## src/pkg/rxcdr_defines.vh

```
// constants for the receive clock recovery reference and lock controller
`ifndef RXCDR_DEFINES_VH
`define RXCDR_DEFINES_VH

// ----------------------------------------------------------------
// register offsets (byte addresses)
// ----------------------------------------------------------------
`define RXCDR_ADDR_CTRL 4'h0
`define RXCDR_ADDR_STATUS 4'h4
`define RXCDR_ADDR_FREQ 4'h8

// ----------------------------------------------------------------
// field positions
// ----------------------------------------------------------------
`define RXCDR_CTRL_REMOTE_LOOP 0
`define RXCDR_CTRL_FORCE_REF 1
`define RXCDR_ST_ON_DATA 0
`define RXCDR_ST_LOS 1
`define RXCDR_ST_EXT_LOSS 2
`define RXCDR_ST_FREQ_OK 3
`define RXCDR_ST_BYPASS 4
`define RXCDR_ST_MUTE 5

// ----------------------------------------------------------------
// reset values
// ----------------------------------------------------------------
`define RXCDR_CTRL_RST 2'h0
`define RXCDR_PIN_RST 8'h00

// ----------------------------------------------------------------
// reference and rate figures
// ----------------------------------------------------------------
`define RXCDR_REF_HI_KHZ 77760
`define RXCDR_REF_LO_KHZ 19440
`define RXCDR_RATE_HI_KBPS 622080
`define RXCDR_RATE_LO_KBPS 155520
`define RXCDR_WORD_BITS 8

// ----------------------------------------------------------------
// timing counts (in recovered bit periods or reference periods)
// ----------------------------------------------------------------
`define RXCDR_LOS_ZERO_RUN 128
`define RXCDR_LOS_WINDOW 128
`define RXCDR_LOS_CLEAR_TRANS 16
`define RXCDR_WORD_STAGES 3
`define RXCDR_LOOP_DELAY 2
`define RXCDR_PPM_LIMIT 500
`define RXCDR_PPM_SHIFT 11
`define RXCDR_MEAS_WINDOW 8192

`endif

```

## src/verilog/rxcdr_ctrl.v

```verilog
// receive clock recovery reference selection, lock sequencing, deserialiser and mute
//
// The implementer's own choices: the strobed register port and the address map.
`timescale 1ns/100ps
`include "rxcdr_defines.vh"

// Summary of operation
// - reference taken as 77.76 MHz when frequency select low, 19.44 MHz when high.
// - serial NRZ data accepted at 622.08 Mbps high rate, 155.52 Mbps low rate.
// - recovered bits deserialised into 8-bit words at one eighth of line rate.
// - parallel receive clock is the recovered bit clock divided by eight.
// - through mode: MSB reaches the parallel word 25 to 35 bit clocks later.
// - remote loopback: received MSB leaves transmit output 2 to 4 bit clocks later.
// - source select low trains on synthesizer reference, high on 77.76 MHz auxiliary.
// - after startup loop locks to reference first, then to incoming data.
// - recovered frequency off by over 500 ppm sends loop back to reference.
// - receive clock keeps running from the reference during loss of lock or signal.
// - external loss or internal loss of signal forces parallel word to zero.
// - relock to data needs no external loss, frequency within 500 ppm, no LOS.
// - bypass input disables recovery; timing comes from external recovered clock.
// - in bypass serial input is sampled on external clock rising edges.
module rxcdr_ctrl #(
  parameter MEAS_WINDOW = `RXCDR_MEAS_WINDOW,
  parameter CNT_W = 24
) (
  // clock and reset
  input wire I_MCLK,
  input wire I_RST_N,
  // configuration pins
  input wire I_REF_FREQ_SELECT,
  input wire I_LINE_RATE_SELECT,
  input wire I_RECOVERY_REF_SOURCE_SELECT,
  input wire I_RECOVERY_BYPASS,
  input wire I_EXTERNAL_SIGNAL_LOSS_IN_N,
  // serial side and clocks
  input wire I_RX_SERIAL_IN,
  input wire I_EXTERNAL_RECOVERED_CLOCK,
  input wire I_VCO_CLOCK,
  input wire I_SYNTH_REF_CLOCK,
  input wire I_AUX_RECOVERY_REF_CLOCK,
  // register port
  input wire [3:0] I_ADDR,
  input wire [31:0] I_WDATA,
  input wire I_WR,
  input wire I_RD,
  output reg [31:0] O_RDATA,
  // parallel side and status
  output reg [7:0] O_RX_PARALLEL_WORD,
  output reg O_RX_PCLK,
  output reg O_TX_SERIAL_OUT,
  output wire O_LOOP_ON_DATA,
  output wire O_REF_IS_LOW_FREQ,
  output wire O_AUX_REF_IN_USE,
  output reg O_LOS,
  output reg O_FREQ_OK
);

  // ----------------------------------------------------------------
  // pin indices and states
  // ----------------------------------------------------------------
  localparam P_FSEL = 0;
  localparam P_RATE = 1;
  localparam P_SRC = 2;
  localparam P_BYP = 3;
  localparam P_LOSN = 4;
  localparam P_SER = 5;
  localparam P_XCLK = 6;
  localparam P_VCO = 7;
  localparam NPIN = 10;
  localparam P_REF = 8;
  localparam P_AUX = 9;
  localparam [2:0] ST_REF = 3'b001;
  localparam [2:0] ST_DATA = 3'b010;
  localparam [2:0] ST_BYP = 3'b100;
  localparam [CNT_W-1:0] WIN = MEAS_WINDOW;

  wire [NPIN-1:0] pins;
  reg [NPIN-1:0] s1;
  reg [NPIN-1:0] s2;
  reg [NPIN-1:0] s3;
  reg [NPIN-1:0] flt;
  reg [NPIN-1:0] flt_d;
  wire [NPIN-1:0] agree;

  assign pins = {I_AUX_RECOVERY_REF_CLOCK, I_SYNTH_REF_CLOCK, I_VCO_CLOCK,
                 I_EXTERNAL_RECOVERED_CLOCK, I_RX_SERIAL_IN, I_EXTERNAL_SIGNAL_LOSS_IN_N,
                 I_RECOVERY_BYPASS, I_RECOVERY_REF_SOURCE_SELECT, I_LINE_RATE_SELECT,
                 I_REF_FREQ_SELECT};
  assign agree = ~(s2 ^ s3);

  // ----------------------------------------------------------------
  // pin synchronisers: a level counts once stages two and three agree
  // ----------------------------------------------------------------
  always @(posedge I_MCLK or negedge I_RST_N) begin
    if (!I_RST_N) begin
      s1 <= {NPIN{1'b0}};
      s2 <= {NPIN{1'b0}};
      s3 <= {NPIN{1'b0}};
      flt <= {NPIN{1'b0}};
      flt_d <= {NPIN{1'b0}};
    end else begin
      s1 <= pins;
      s2 <= s1;
      s3 <= s2;
      flt <= (agree & s3) | (~agree & flt);
      flt_d <= flt;
    end
  end

  // ----------------------------------------------------------------
  // clock and reference selection
  // ----------------------------------------------------------------
  reg [2:0] state;
  reg [2:0] next_state;
  reg [1:0] ctrl;
  wire bypass = flt[P_BYP];
  wire ext_loss = ~flt[P_LOSN];
  wire aux_sel = flt[P_SRC];
  // bypass takes external clock edges; otherwise the loop's own oscillator
  wire bit_tick = bypass ? (flt[P_XCLK] & ~flt_d[P_XCLK]) :
                  (flt[P_VCO] & ~flt_d[P_VCO]);
  // auxiliary source ignores the frequency select pin
  wire ref_tick = aux_sel ? (flt[P_AUX] & ~flt_d[P_AUX]) :
                  (flt[P_REF] & ~flt_d[P_REF]);
  wire ref_low = ~aux_sel & flt[P_FSEL];
  wire bit_in = flt[P_SER];

  assign O_REF_IS_LOW_FREQ = ref_low;
  assign O_AUX_REF_IN_USE = aux_sel;
  assign O_LOOP_ON_DATA = state[1];

  // bits per reference period as a power of two: 77.76 MHz gives 2 or 8,
  // 19.44 MHz gives 8 or 32 (line rate pin high selects the fast rate)
  function [2:0] ratio_shift;
    input lowf;
    input hirate;
    begin
      ratio_shift = {1'b0, hirate, 1'b1} + (lowf ? 3'h2 : 3'h0);
    end
  endfunction

  // ----------------------------------------------------------------
  // frequency measurement over a fixed reference window
  // ----------------------------------------------------------------
  reg [CNT_W-1:0] ref_cnt;
  reg [CNT_W-1:0] bit_cnt_meas;
  reg [CNT_W-1:0] freq_last;
  wire [CNT_W-1:0] exp_bits = WIN << ratio_shift(ref_low, flt[P_RATE]);
  wire [CNT_W-1:0] diff = (bit_cnt_meas > exp_bits) ? (bit_cnt_meas - exp_bits) :
                          (exp_bits - bit_cnt_meas);
  // shift of eleven gives a limit of about 488 ppm, no divider needed
  wire [CNT_W-1:0] limit = exp_bits >> `RXCDR_PPM_SHIFT;

  always @(posedge I_MCLK or negedge I_RST_N) begin
    if (!I_RST_N) begin
      ref_cnt <= {CNT_W{1'b0}};
      bit_cnt_meas <= {CNT_W{1'b0}};
      freq_last <= {CNT_W{1'b0}};
      O_FREQ_OK <= 1'b0;
    end else if (ref_tick && ref_cnt == WIN - 1'b1) begin
      ref_cnt <= {CNT_W{1'b0}};
      bit_cnt_meas <= {{(CNT_W-1){1'b0}}, bit_tick};
      freq_last <= bit_cnt_meas;
      O_FREQ_OK <= (diff <= limit);
    end else begin
      ref_cnt <= ref_cnt + {{(CNT_W-1){1'b0}}, ref_tick};
      bit_cnt_meas <= bit_cnt_meas + {{(CNT_W-1){1'b0}}, bit_tick};
    end
  end

  // ----------------------------------------------------------------
  // lock sequencing: reference first, data only when all is clean
  // ----------------------------------------------------------------
  always @* begin
    next_state = state;
    case (state)
      ST_REF: begin
        if (bypass)
          next_state = ST_BYP;
        else if (O_FREQ_OK && !ext_loss && !O_LOS && !ctrl[`RXCDR_CTRL_FORCE_REF])
          next_state = ST_DATA;
      end
      ST_DATA: begin
        if (bypass)
          next_state = ST_BYP;
        else if (!O_FREQ_OK || ext_loss || O_LOS || ctrl[`RXCDR_CTRL_FORCE_REF])
          next_state = ST_REF;
      end
      ST_BYP: begin
        if (!bypass)
          next_state = ST_REF;
      end
      default: next_state = ST_REF;
    endcase
  end

  always @(posedge I_MCLK or negedge I_RST_N) begin
    if (!I_RST_N)
      state <= ST_REF;
    else
      state <= next_state;
  end

  // ----------------------------------------------------------------
  // internal loss of signal over the recovered bit stream
  // ----------------------------------------------------------------
  reg [7:0] zero_run;
  reg [7:0] trans_cnt;
  reg [`RXCDR_LOS_WINDOW-1:0] trans_hist;
  reg prev_bit;
  wire trans = bit_in ^ prev_bit;
  wire [7:0] next_trans_cnt = trans_cnt + {7'h00, trans} -
                              {7'h00, trans_hist[`RXCDR_LOS_WINDOW-1]};

  always @(posedge I_MCLK or negedge I_RST_N) begin
    if (!I_RST_N) begin
      zero_run <= 8'h00;
      trans_cnt <= 8'h00;
      trans_hist <= {`RXCDR_LOS_WINDOW{1'b0}};
      prev_bit <= 1'b0;
      O_LOS <= 1'b0;
    end else if (bit_tick) begin
      prev_bit <= bit_in;
      trans_hist <= {trans_hist[`RXCDR_LOS_WINDOW-2:0], trans};
      trans_cnt <= next_trans_cnt;
      if (bit_in)
        zero_run <= 8'h00;
      else if (zero_run != 8'hff)
        zero_run <= zero_run + 8'h01;
      if (!bit_in && zero_run == `RXCDR_LOS_ZERO_RUN - 1)
        O_LOS <= 1'b1;
      else if (O_LOS && next_trans_cnt >= `RXCDR_LOS_CLEAR_TRANS)
        O_LOS <= 1'b0;
    end
  end

  // ----------------------------------------------------------------
  // deserialiser, parallel clock and remote loopback
  // ----------------------------------------------------------------
  wire mute = ext_loss | O_LOS;
  reg [2:0] bit_pos;
  reg [7:0] shreg;
  reg [7:0] stage [0:`RXCDR_WORD_STAGES-1];
  reg [`RXCDR_LOOP_DELAY-1:0] loop_dly;
  integer k;

  // the word pipeline sets the through latency at 31 bit periods
  always @(posedge I_MCLK or negedge I_RST_N) begin
    if (!I_RST_N) begin
      bit_pos <= 3'h0;
      shreg <= 8'h00;
      for (k = 0; k < `RXCDR_WORD_STAGES; k = k + 1)
        stage[k] <= 8'h00;
      O_RX_PARALLEL_WORD <= 8'h00;
      O_RX_PCLK <= 1'b0;
    end else begin
      if (bit_tick) begin
        bit_pos <= bit_pos + 3'h1;
        shreg <= {shreg[6:0], bit_in};
        O_RX_PCLK <= ~bit_pos[2] ^ (bit_pos == 3'h3) ^ (bit_pos == 3'h7);
        if (bit_pos == 3'h7) begin
          stage[0] <= {shreg[6:0], bit_in};
          for (k = 1; k < `RXCDR_WORD_STAGES; k = k + 1)
            stage[k] <= stage[k-1];
          O_RX_PARALLEL_WORD <= mute ? 8'h00 : stage[`RXCDR_WORD_STAGES-1];
        end
      end
      if (mute)
        O_RX_PARALLEL_WORD <= 8'h00;
    end
  end

  // loopback retransmits two bit periods after arrival, muted on loss
  always @(posedge I_MCLK or negedge I_RST_N) begin
    if (!I_RST_N) begin
      loop_dly <= {`RXCDR_LOOP_DELAY{1'b0}};
      O_TX_SERIAL_OUT <= 1'b0;
    end else if (bit_tick) begin
      loop_dly <= {loop_dly[`RXCDR_LOOP_DELAY-2:0], bit_in};
      O_TX_SERIAL_OUT <= ctrl[`RXCDR_CTRL_REMOTE_LOOP] & ~mute &
                         loop_dly[`RXCDR_LOOP_DELAY-1];
    end
  end

  // ----------------------------------------------------------------
  // register port: reads answer one cycle later, unmapped reads zero
  // ----------------------------------------------------------------
  always @(posedge I_MCLK or negedge I_RST_N) begin
    if (!I_RST_N) begin
      ctrl <= `RXCDR_CTRL_RST;
      O_RDATA <= 32'h00000000;
    end else begin
      if (I_WR && I_ADDR == `RXCDR_ADDR_CTRL)
        ctrl <= I_WDATA[1:0];
      O_RDATA <= 32'h00000000;
      if (I_RD) begin
        case (I_ADDR)
          `RXCDR_ADDR_CTRL: O_RDATA <= {30'h00000000, ctrl};
          `RXCDR_ADDR_STATUS: O_RDATA <= {26'h0000000, mute, bypass, O_FREQ_OK,
                                          ext_loss, O_LOS, state[1]};
          `RXCDR_ADDR_FREQ: O_RDATA <= {{(32-CNT_W){1'b0}}, freq_last};
          default: O_RDATA <= 32'h00000000;
        endcase
      end
    end
  end

endmodule // rxcdr_ctrl

```

## config.mk

```make
export PLATFORM = sky130hd
export DESIGN_NAME = rxcdr_ctrl
export DESIGN_NICKNAME = d
export VERILOG_FILES = /design/src/verilog/rxcdr_ctrl.v
export VERILOG_INCLUDE_DIRS = /design/src /design/src/pkg
export SDC_FILE = /design/constraint.sdc
export NUM_CORES = 1
export LEC_CHECK = 0
export CAP_MARGIN = 40
export CELL_PAD_IN_SITES_DETAIL_PLACEMENT = 1
export CELL_PAD_IN_SITES_GLOBAL_PLACEMENT = 1
export CORE_UTILIZATION = 50
export CTS_CLUSTER_DIAMETER = 100
export CTS_CLUSTER_SIZE = 30
export DETAILED_ROUTE_END_ITERATION = 7
export DONT_BUFFER_PORTS = 1
export GPL_TIMING_DRIVEN = 0
export PLACE_DENSITY_LB_ADDON = 0.1
export SETUP_SLACK_MARGIN = 0.4
export SLEW_MARGIN = 20
export SYNTH_ARGS = -nofsm -noshare
export SYNTH_HDL_FRONTEND = slang
export SYNTH_SLANG_ARGS = --single-unit
export TNS_END_PERCENT = 50
```

## constraint.sdc

```tcl
create_clock -name I_MCLK -period 6.3 [get_ports I_MCLK]
set_clock_uncertainty 0.05 [all_clocks]
set_input_delay 0.63 -clock I_MCLK [delete_from_list [all_inputs] [get_ports I_MCLK]]
set_output_delay 0.63 -clock I_MCLK [all_outputs]
set_load 0.005 [all_outputs]
```

==> reports/metrics.cfg, run 1 <==
[drt]
drt-vias-per-instance=5.16
vias=9412
antenna_left=0
wl_per_cell_um=15.3
drtIter0Drc=621
dr.pass1.iters=5
drc_errors=0
drt_wl_total_um=27900

[clock_network]
clkTransAtPathRegs_ns=0.11
cts_sinks=335
cts_tree=built
numCtsBuffers=15
cts_root_buf=clkbuf_16
clk_path_buf_depth=3
clock_latency_ns=0.51
ctsHtreeMaxLevel=1

[pwr]
ir_worst_vdd_v=0.000190
p_total_uw=4560
pwr_density_cell_mw_per_mm2=305
p_leak_uw=0.00764

[worst_setup_path]
crit_type=reg2reg
arrival_ns=5.03
path_max_fanout=10
start_kind=flop
worst_setup_path_end_kind=flop
required_ns=6.65

[yosys]
async_reset_ff_frac=1.00
yosysWarnings=0
synth_flop_cell=dfrtp_1
yosysSeqAreaShare=0.598
syn_area_mm2=0.0140
ys_ff_latch=335
syn_inst=1421
synth_cell_types=66
syn_avg_cell_area_um2=9.87
synth-edff-count=0

[sta]
finalSetupViolCount=0
fmax_mhz=214
final_hold_viol_count=334
rsz0062_at_grt=no
tightestPinTransition_ns=0.812
relSlewSlack=0.459
layout_min_cycle_time_ns=4.68
slew_violations=0
period_share=0.743
fin_setup_tns_ns=0
holdWs_ns=-0.242

[floorplan]
die_area_mm2=0.0287
coreArea_mm2=0.0273
die_h_um=169
start_util=0.515
rows=60
die_w_um=169
ios=97

[finish]
final_util=0.549
multi_input_area_mm2=0.00523
final_common_cell=nand2_1
mostFrequentLayoutCells=543 x nand2_1, 334 x dfrtp_1, 77 x nor2_1
fillers=3117
fin_nets=1527
drive_gt1_frac=0.0551
n_antenna_cell=0
fin_area_mm2=0.0150
layout-area-overhead-vs-synth_pct=6.74
seqCellArea_mm2=0.00838

[status]
outcome=finished, violations left
violations=hold timing

[global_routing]
antenna_found_initial=0
busiest_layer=met2
gr-usage-met2=0.343
grt-ovfl-total=0
met1_usage=0.295
grt_pass1_wl_um=48700
track_usage=0.205
grt_pass1_vias=9847
grt_max_degree=336
use_met3=0.0208

[place]
place_area_mm2=0.0145
gp_congestion=0.838
io_buffers=0
hpwl_um=19200

[run]
max_cap_viol_count=0

[min_path]
hp-class=in2async

path summary, 6_finish.rpt:
| path | start | to | slack [ns] | cells past startpoint |
|---|---|---|---|---|
| worst min-delay path | I_RST_N | O_RDATA[23] | -0.24 | 0 |
| max in group asynchronous | I_RST_N | ref_cnt[0] | 5.75 | 0 |
| worst min register to register | s1[1] | s2[1] | 0.30 | 0 |
| worst max-delay path | flop | O_FREQ_OK | 1.62 | 17 |
| min in group I_MCLK | I_VCO_CLOCK | s1[7] | 0.09 | 0 |
| worst max register to register | flop | O_FREQ_OK | 1.62 | 17 |
cells in the mapped netlist, types with 7 or more instances:
library cell  number  area (um2)
xnor2_1           43         377
nor2b_1            7        43.8
ha_1              30         375
nor4_1             7        43.8
buf_4              9        67.6
nand4_1            9        56.3
nand3_1           20         100
clkbuf_1          53         199
nor3_1            12        60.1
o21ai_0           21         105
maj3_1            10         100
nor2_1            77         289
inv_1             32         120
mux2_2            26         293
xor2_1            23         201
and2_1            22         138
and3_1            14        87.6
dfrtp_1          334        8360
nand2_1          543        2040
a21oi_1           36         180
report_power, final:
| group | total [uW] | internal, uW | switching (uW) |
|---|---|---|---|
| registers | 2510 | 2350 | 160 |
| logic | 916 | 379 | 538 |
| clock network | 1130 | 465 | 668 |
| total | 4560 | 3200 | 1370 |
cells by family after synthesis:
group | Yosys count | share of synthesized area
buf+inv | 101 | 0.0318
flops | 335 | 0.598
xor+xnor | 66 | 0.0412
other cells | 1 | 0.000267
simple gates | 746 | 0.224
fa+ha+maj | 41 | 0.0353
mux | 30 | 0.0237
compound gates | 101 | 0.0460
worst max-delay path, cell delays in order (launching register included):
cell and delay, ns:
dfrtp_1 0.46, nand2b_1 0.24, ha_1 0.37, ha_1 0.37
or4bb_1 0.50, or4_1 0.46, o22ai_2 0.28, buf_6 0.19
o21ai_0 0.11, xnor2_1 0.15, ha_1 0.31, and2_1 0.19
mux2i_1 0.10, o2111ai_1 0.18, o311ai_0 0.15, a211o_1 0.29
nand4_1 0.10, o21ai_1 0.06
repair_timing:
| action | CTS | global route |
|---|---|---|
| setup buffers | 0 | 0 |
| resized for setup | 0 | 0 |
| endpoints found under the hold margin | 335 | 335 |
metal layers:
layer	up-vias	part of all wire
li1	4565	-
met1	4715	0.49
met2	105	0.47
met3	27	0.027
met4	0	0.012
met5	-	0
final cells by class:
type,instances,area share
Clock inverter,3,0.00201
Inverter,32,0.00803
Sequential cell,335,0.560
Clock buffer,19,0.0268
Tap cell,372,0.0311
Buffer,69,0.0217
Multi-Input combinational cell,992,0.349
Timing Repair Buffer,1,0.000920
sequential cells by signal (all words and copies together), names as in the netlist, 10 cells and up, named ones only:
signal / count
s3: 10
s2: 10
bit_cnt_meas: 24
freq_last: 24
O_RDATA: 24
s1: 10
trans_hist: 128
stage: 24
ref_cnt: 24
through the flow:
stage | setup WS, ns | cells | hold slack, ns
after CTS | 1.63 | 1822 | -0.255
after floorplan | 2.19 | 1428 | 0.281
after global routing | 1.31 | 1823 | -0.273
after global placement | 1.72 | 1800 | 0.283
final | 1.62 | 1823 | -0.242
after detailed placement | 1.66 | 1800 | 0.286
Power figures use the tool's default switching activity.
==> run 2, diff against run 1 <==
Settings changed: CORE_UTILIZATION 50 to 45.
Clock period 6.3 ns to 3.9 ns, I/O delays scaled along.
==> reports/metrics.cfg, run 2 (synthesis results as in run 1) <==
[status]
outcome=finished, violations left
violations=hold timing, setup timing

[worst_setup_path]
arrival_ns=4.44  ; -0.59 ns
required_ns=4.24  ; -2.41 ns
path_max_fanout=5  ; -5
start_kind=flop
crit_type=reg2reg
worst_setup_path_end_kind=flop

[finish]
drive_gt1_frac=0.0761  ; +0.0210
fillers=3443  ; +10%
n_antenna_cell=0  ; unchanged
layout-area-overhead-vs-synth_pct=9.46
multi_input_area_mm2=0.00535  ; +2.4%
largest_reg_flops=128  ; unchanged
final_common_cell=nand2_1
mostFrequentLayoutCells=542 x nand2_1, 333 x dfrtp_1, 76 x nor2_1
seqCellArea_mm2=0.00839  ; about the same
fin_nets=1546  ; +1.2%
top_register=trans_hist
fin_cells=1867  ; +2.4%

[drt]
wl_per_cell_um=15.6  ; +1.9%
vias=9474  ; +0.66%
drt_wl_total_um=29100  ; +4.4%
drc_errors=0  ; unchanged
drt-vias-per-instance=5.07  ; -1.7%
antenna_left=0  ; unchanged
dr.pass1.iters=4  ; -1
drtIter0Drc=456  ; -27%

[run]
max_cap_viol_count=0  ; unchanged

[global_routing]
gr-usage-met2=0.331  ; -0.0120
grt_pass1_vias=9847  ; unchanged
grt-ovfl-total=0  ; unchanged
grt_max_degree=336  ; unchanged
grt_pass1_wl_um=49600  ; +1.9%
busiest_layer=met2
track_usage=0.192  ; -0.0130
use_met3=0.0200  ; -0.000721
met1_usage=0.266  ; -0.0290
antenna_found_initial=0  ; unchanged

[sta]
layout_min_cycle_time_ns=4.10  ; -0.586 ns
finalSetupViolCount=1  ; +1
final_hold_viol_count=334  ; unchanged
relSlewSlack=0.293  ; -0.166
fin_setup_tns_ns=-0.197  ; -0.197 ns
tightestPinTransition_ns=1.06  ; +0.249 ns
slew_violations=0  ; unchanged
fmax_mhz=244  ; +14%
rsz0062_at_grt=yes
holdWs_ns=-0.485  ; -0.243 ns
layout_setup_ws_ns=-0.197  ; -1.81 ns
period_share=1.05  ; +0.307

[floorplan]
coreArea_mm2=0.0306  ; +12%
die_w_um=179  ; +5.3%
die_area_mm2=0.0319  ; +11%
ios=97  ; unchanged
rows=64  ; +6.7%
start_util=0.458  ; -0.0562
die_h_um=179  ; +5.3%

[clock_network]
cts_sinks=335  ; unchanged
clkTransAtPathRegs_ns=0.12  ; about the same
numCtsBuffers=15  ; unchanged
cts_root_buf=clkbuf_16
clk_path_buf_depth=3  ; unchanged
cts_tree=built
ctsHtreeMaxLevel=1  ; unchanged
clock_latency_ns=0.51  ; about the same
ctsHoldBuffers=12

[pwr]
pwr_density_cell_mw_per_mm2=492  ; +61%
p_leak_uw=0.00777  ; +1.7%
ir_worst_vdd_v=0.000544  ; +190%
p_total_uw=7560  ; +66%

[place]
gp_congestion=0.807  ; -3.7%
place_inst=1825  ; +1.4%
io_buffers=0  ; unchanged
hpwl_um=19600  ; +2.2%
pre_cts_ws_ns=-0.708  ; -2.37 ns

[min_path]
hp-class=in2async

run 2: cell types whose count changed in the layout (fill, tap and decap cells not counted), moves of 2 or more:
cell           before  now
ha_4                0    5
buf_4               9   16
clkbuf_1           56   53
o31ai_1             6    4
ha_1               30   24
inv_1              32   30
and2_1             22   20
o31ai_2             1    3
dlygate4sd3_1       0   12
inv_8               0    2
inv_4               0    2
run 2: metal layers:
layer  up-vias  routed length, um
li1       4615                  -
met1      4756              13800
met2        83              14300
met3        20                649
met4         0                372
met5         -                  0
run 2: worst paths after layout:
path	start	slack, ns	depth (start not counted)	endpoint
max in group asynchronous	I_RST_N	3.35	0	asynchronous set/reset pin
worst max register to register	flop	-0.20	17	O_FREQ_OK
worst max-delay path	flop	-0.20	17	O_FREQ_OK
min in group I_MCLK	I_ADDR[2]	0.06	3	O_RDATA[0]
worst min-delay path	I_RST_N	-0.48	0	ref_cnt[10]
worst min register to register	s1[7]	0.30	0	s2[7]
run 2: per-stage QoR:
step	util	cell area, um2	hold WS [ns]
final	0.502	15300	-0.485
after global routing	0.502	15300	-0.507
after CTS	0.501	15300	-0.504
after detailed placement	0.479	14700	0.0514
after global placement	0.479	14600	0.0532
after floorplan	-	14100	0.0444
run 2: timing repair:
action / 4_1_cts / 5_1_grt
buffers inserted: 6 / 1
cloned: 0 / 0
setup endpoints to repair: 24 / 7
endpoints found under the hold margin: 347 / 335
gates resized for setup: 11 / 10
pin swaps: 11 / 4
run 2: area by class of cell:
| type | count | share of cell area |
|---|---|---|
| inverters | 32 | 0.00815 |
| well taps | 396 | 0.0323 |
| clock buffers | 20 | 0.0263 |
| multi-input cells | 992 | 0.349 |
| plain buffers | 69 | 0.0228 |
| repair buffers | 20 | 0.0120 |
| flip-flops and latches | 335 | 0.546 |
| clock inverters | 3 | 0.00342 |
run 2: worst max-delay path, cell delays in order, from the launching register on:
cell	delay [ns]
dfrtp_2	0.46
nand2b_4	0.19
ha_4	0.27
ha_4	0.26
or4bb_4	0.52
or4_4	0.44
o22ai_4	0.14
buf_6	0.14
o21ai_2	0.07
xnor2_2	0.14
ha_1	0.31
and2_4	0.16
mux2i_1	0.06
o2111ai_1	0.22
o311ai_1	0.14
a211o_1	0.24
nand4_1	0.09
o21ai_1	0.07
run 2: where the power goes:
group,switching [uW],internal [uW]
Combinational,897,684
Sequential,262,3800
Clock,1090,821
Total,2250,5310
==> run 3, diff against run 2 <==
Settings changed: PLACE_DENSITY set to 0.87, PLACE_DENSITY_LB_ADDON 0.1 to not set.
==> reports/metrics.cfg, run 3 (synthesis results as in run 1) <==
[finish]
n_antenna_cell=0  ; unchanged
final_common_cell=nand2_1
drive_gt1_frac=0.0749  ; -0.00121
fin_nets=1545  ; -0.065%
top_register=trans_hist
multi_input_area_mm2=0.00536  ; +0.19%
fin_area_mm2=0.0153  ; -0.23%
seqCellArea_mm2=0.00839  ; unchanged
mostFrequentLayoutCells=543 x nand2_1, 333 x dfrtp_1, 77 x nor2_1
largest_reg_flops=128  ; unchanged
fillers=3415  ; -0.81%
layout-area-overhead-vs-synth_pct=9.21
final_util=0.501  ; -0.00114

[sta]
layout_setup_ws_ns=-0.204  ; -0.00648 ns
tightestPinTransition_ns=1.09  ; +0.0297 ns
relSlewSlack=0.273  ; -0.0198
holdWs_ns=-0.476  ; +0.00817 ns
finalSetupViolCount=1  ; unchanged
layout_min_cycle_time_ns=4.10  ; +0.00648 ns
slew_violations=0  ; unchanged
final_hold_viol_count=335  ; +0.30%
fmax_mhz=244  ; -0.16%
period_share=1.05  ; +0.00166
rsz0062_at_grt=yes

[clock_network]
cts_sinks=335  ; unchanged
numCtsBuffers=15  ; unchanged
cts_root_buf=clkbuf_16
clk_path_buf_depth=3  ; unchanged
cts_tree=built
ctsHtreeMaxLevel=1  ; unchanged
clkTransAtPathRegs_ns=0.11  ; about the same
ctsHoldBuffers=12  ; unchanged
clock_latency_ns=0.51  ; about the same

[worst_setup_path]
required_ns=4.23  ; about the same
crit_type=reg2reg
path_max_fanout=5  ; unchanged
worst_setup_path_end_kind=flop
reg2reg_slack_ns=-0.20  ; about the same
start_kind=flop
arrival_ns=4.44  ; about the same

[global_routing]
antenna_found_initial=0  ; unchanged
track_usage=0.205  ; +0.0129
grt_max_degree=336  ; unchanged
grt_pass1_vias=10542  ; +7.1%
grt-ovfl-total=0  ; unchanged
grt_pass1_wl_um=52600  ; +6.0%

[status]
outcome=finished, violations left
violations=hold timing, setup timing

[run]
max_cap_viol_count=0  ; unchanged

[drt]
wl_per_cell_um=17.0  ; +8.8%
dr.pass1.iters=5  ; +1
drtIter0Drc=601  ; +32%
drt_wl_total_um=31700  ; +8.7%
antenna_left=0  ; unchanged
drt-vias-per-instance=5.24  ; +3.2%
vias=9763  ; +3.1%
drc_errors=0  ; unchanged

[floorplan]
die_h_um=179  ; unchanged
die_w_um=179  ; unchanged
coreArea_mm2=0.0306  ; unchanged
die_area_mm2=0.0319  ; unchanged
rows=64  ; unchanged
ios=97  ; unchanged
start_util=0.458  ; unchanged

[place]
place_area_mm2=0.0146  ; about the same
hpwl_um=20900  ; +6.2%
io_buffers=0  ; unchanged
gp_congestion=0.886  ; +9.9%
pre_cts_ws_ns=-0.458  ; +0.250 ns

[min_path]
hp-class=in2async

[pwr]
ir_worst_vdd_v=0.000288  ; -47%
p_leak_uw=0.00774  ; -0.37%
pwr_density_cell_mw_per_mm2=492  ; -0.12%

## run 3: cell type report
cell class	instances	area share
sequential	335	0.548
multi-input combinational	992	0.350
tap	396	0.0324
clock buffer	20	0.0257
buffer	69	0.0227
timing repair buffer	19	0.0115
inverter	32	0.00801
clock inverter	1	0.00196
## run 3: critical path, cell delays in order, from the launching register on
cell and delay [ns]:
dfrtp_2 0.43, nand2b_4 0.17, inv_4 0.05, ha_4 0.16
ha_4 0.25, or4bb_1 0.50, or4_4 0.46, o22ai_4 0.16
buf_6 0.13, o21ai_2 0.06, xnor2_2 0.15, ha_1 0.30
and2_4 0.18, mux2i_2 0.08, o2111ai_2 0.23, o311ai_2 0.15
a211o_1 0.27, nand4_1 0.12, o21ai_1 0.07
## run 3: final timing paths
kind | startpoint | end | depth (start not counted)
hold reg to reg | s1[2] | s2[2] | 0
setup / recovery | flop | O_FREQ_OK | 18
max in group asynchronous | I_RST_N | asynchronous set/reset pin | 0
min in group I_MCLK | I_ADDR[2] | O_RDATA[1] | 3
hold / removal | I_RST_N | O_RDATA[18] | 0
setup reg to reg | flop | O_FREQ_OK | 18
## run 3: stage by stage
step	total power, uW	TNS (ns)	cells
6_report	7530	-0.204	1864
5_1_grt	7940	-0.342	1864
4_1_cts	7570	-0.142	1863
3_5_place_dp	5660	-4.05	1824
3_3_place_gp	5530	-2.87	1824
2_1_floorplan	5250	0	1428
## run 3: routing by layer
| layer | track usage | vias to the layer above | part of all wire |
|---|---|---|---|
| li1 | - | 4611 | - |
| met1 | 0.256 | 4947 | 0.43 |
| met2 | 0.365 | 145 | 0.51 |
| met3 | 0.0260 | 60 | 0.031 |
| met4 | 0.0689 | 0 | 0.027 |
| met5 | 0 | - | 0 |
## run 3: power breakdown
| group | switching, uW | total (uW) | internal (uW) | leakage, uW |
|---|---|---|---|---|
| Sequential | 278 | 4080 | 3800 | 0.00450 |
| Combinational | 948 | 1630 | 686 | 0.00304 |
| Clock | 1080 | 1820 | 736 | 0.000202 |
## run 3: timing repair
item,CTS,global route
endpoints found under the setup margin,24,6
hold endpoints to repair,347,335
gates cloned,0,0
pin swaps,7,2
resized for setup,12,9
buffers inserted,6,0
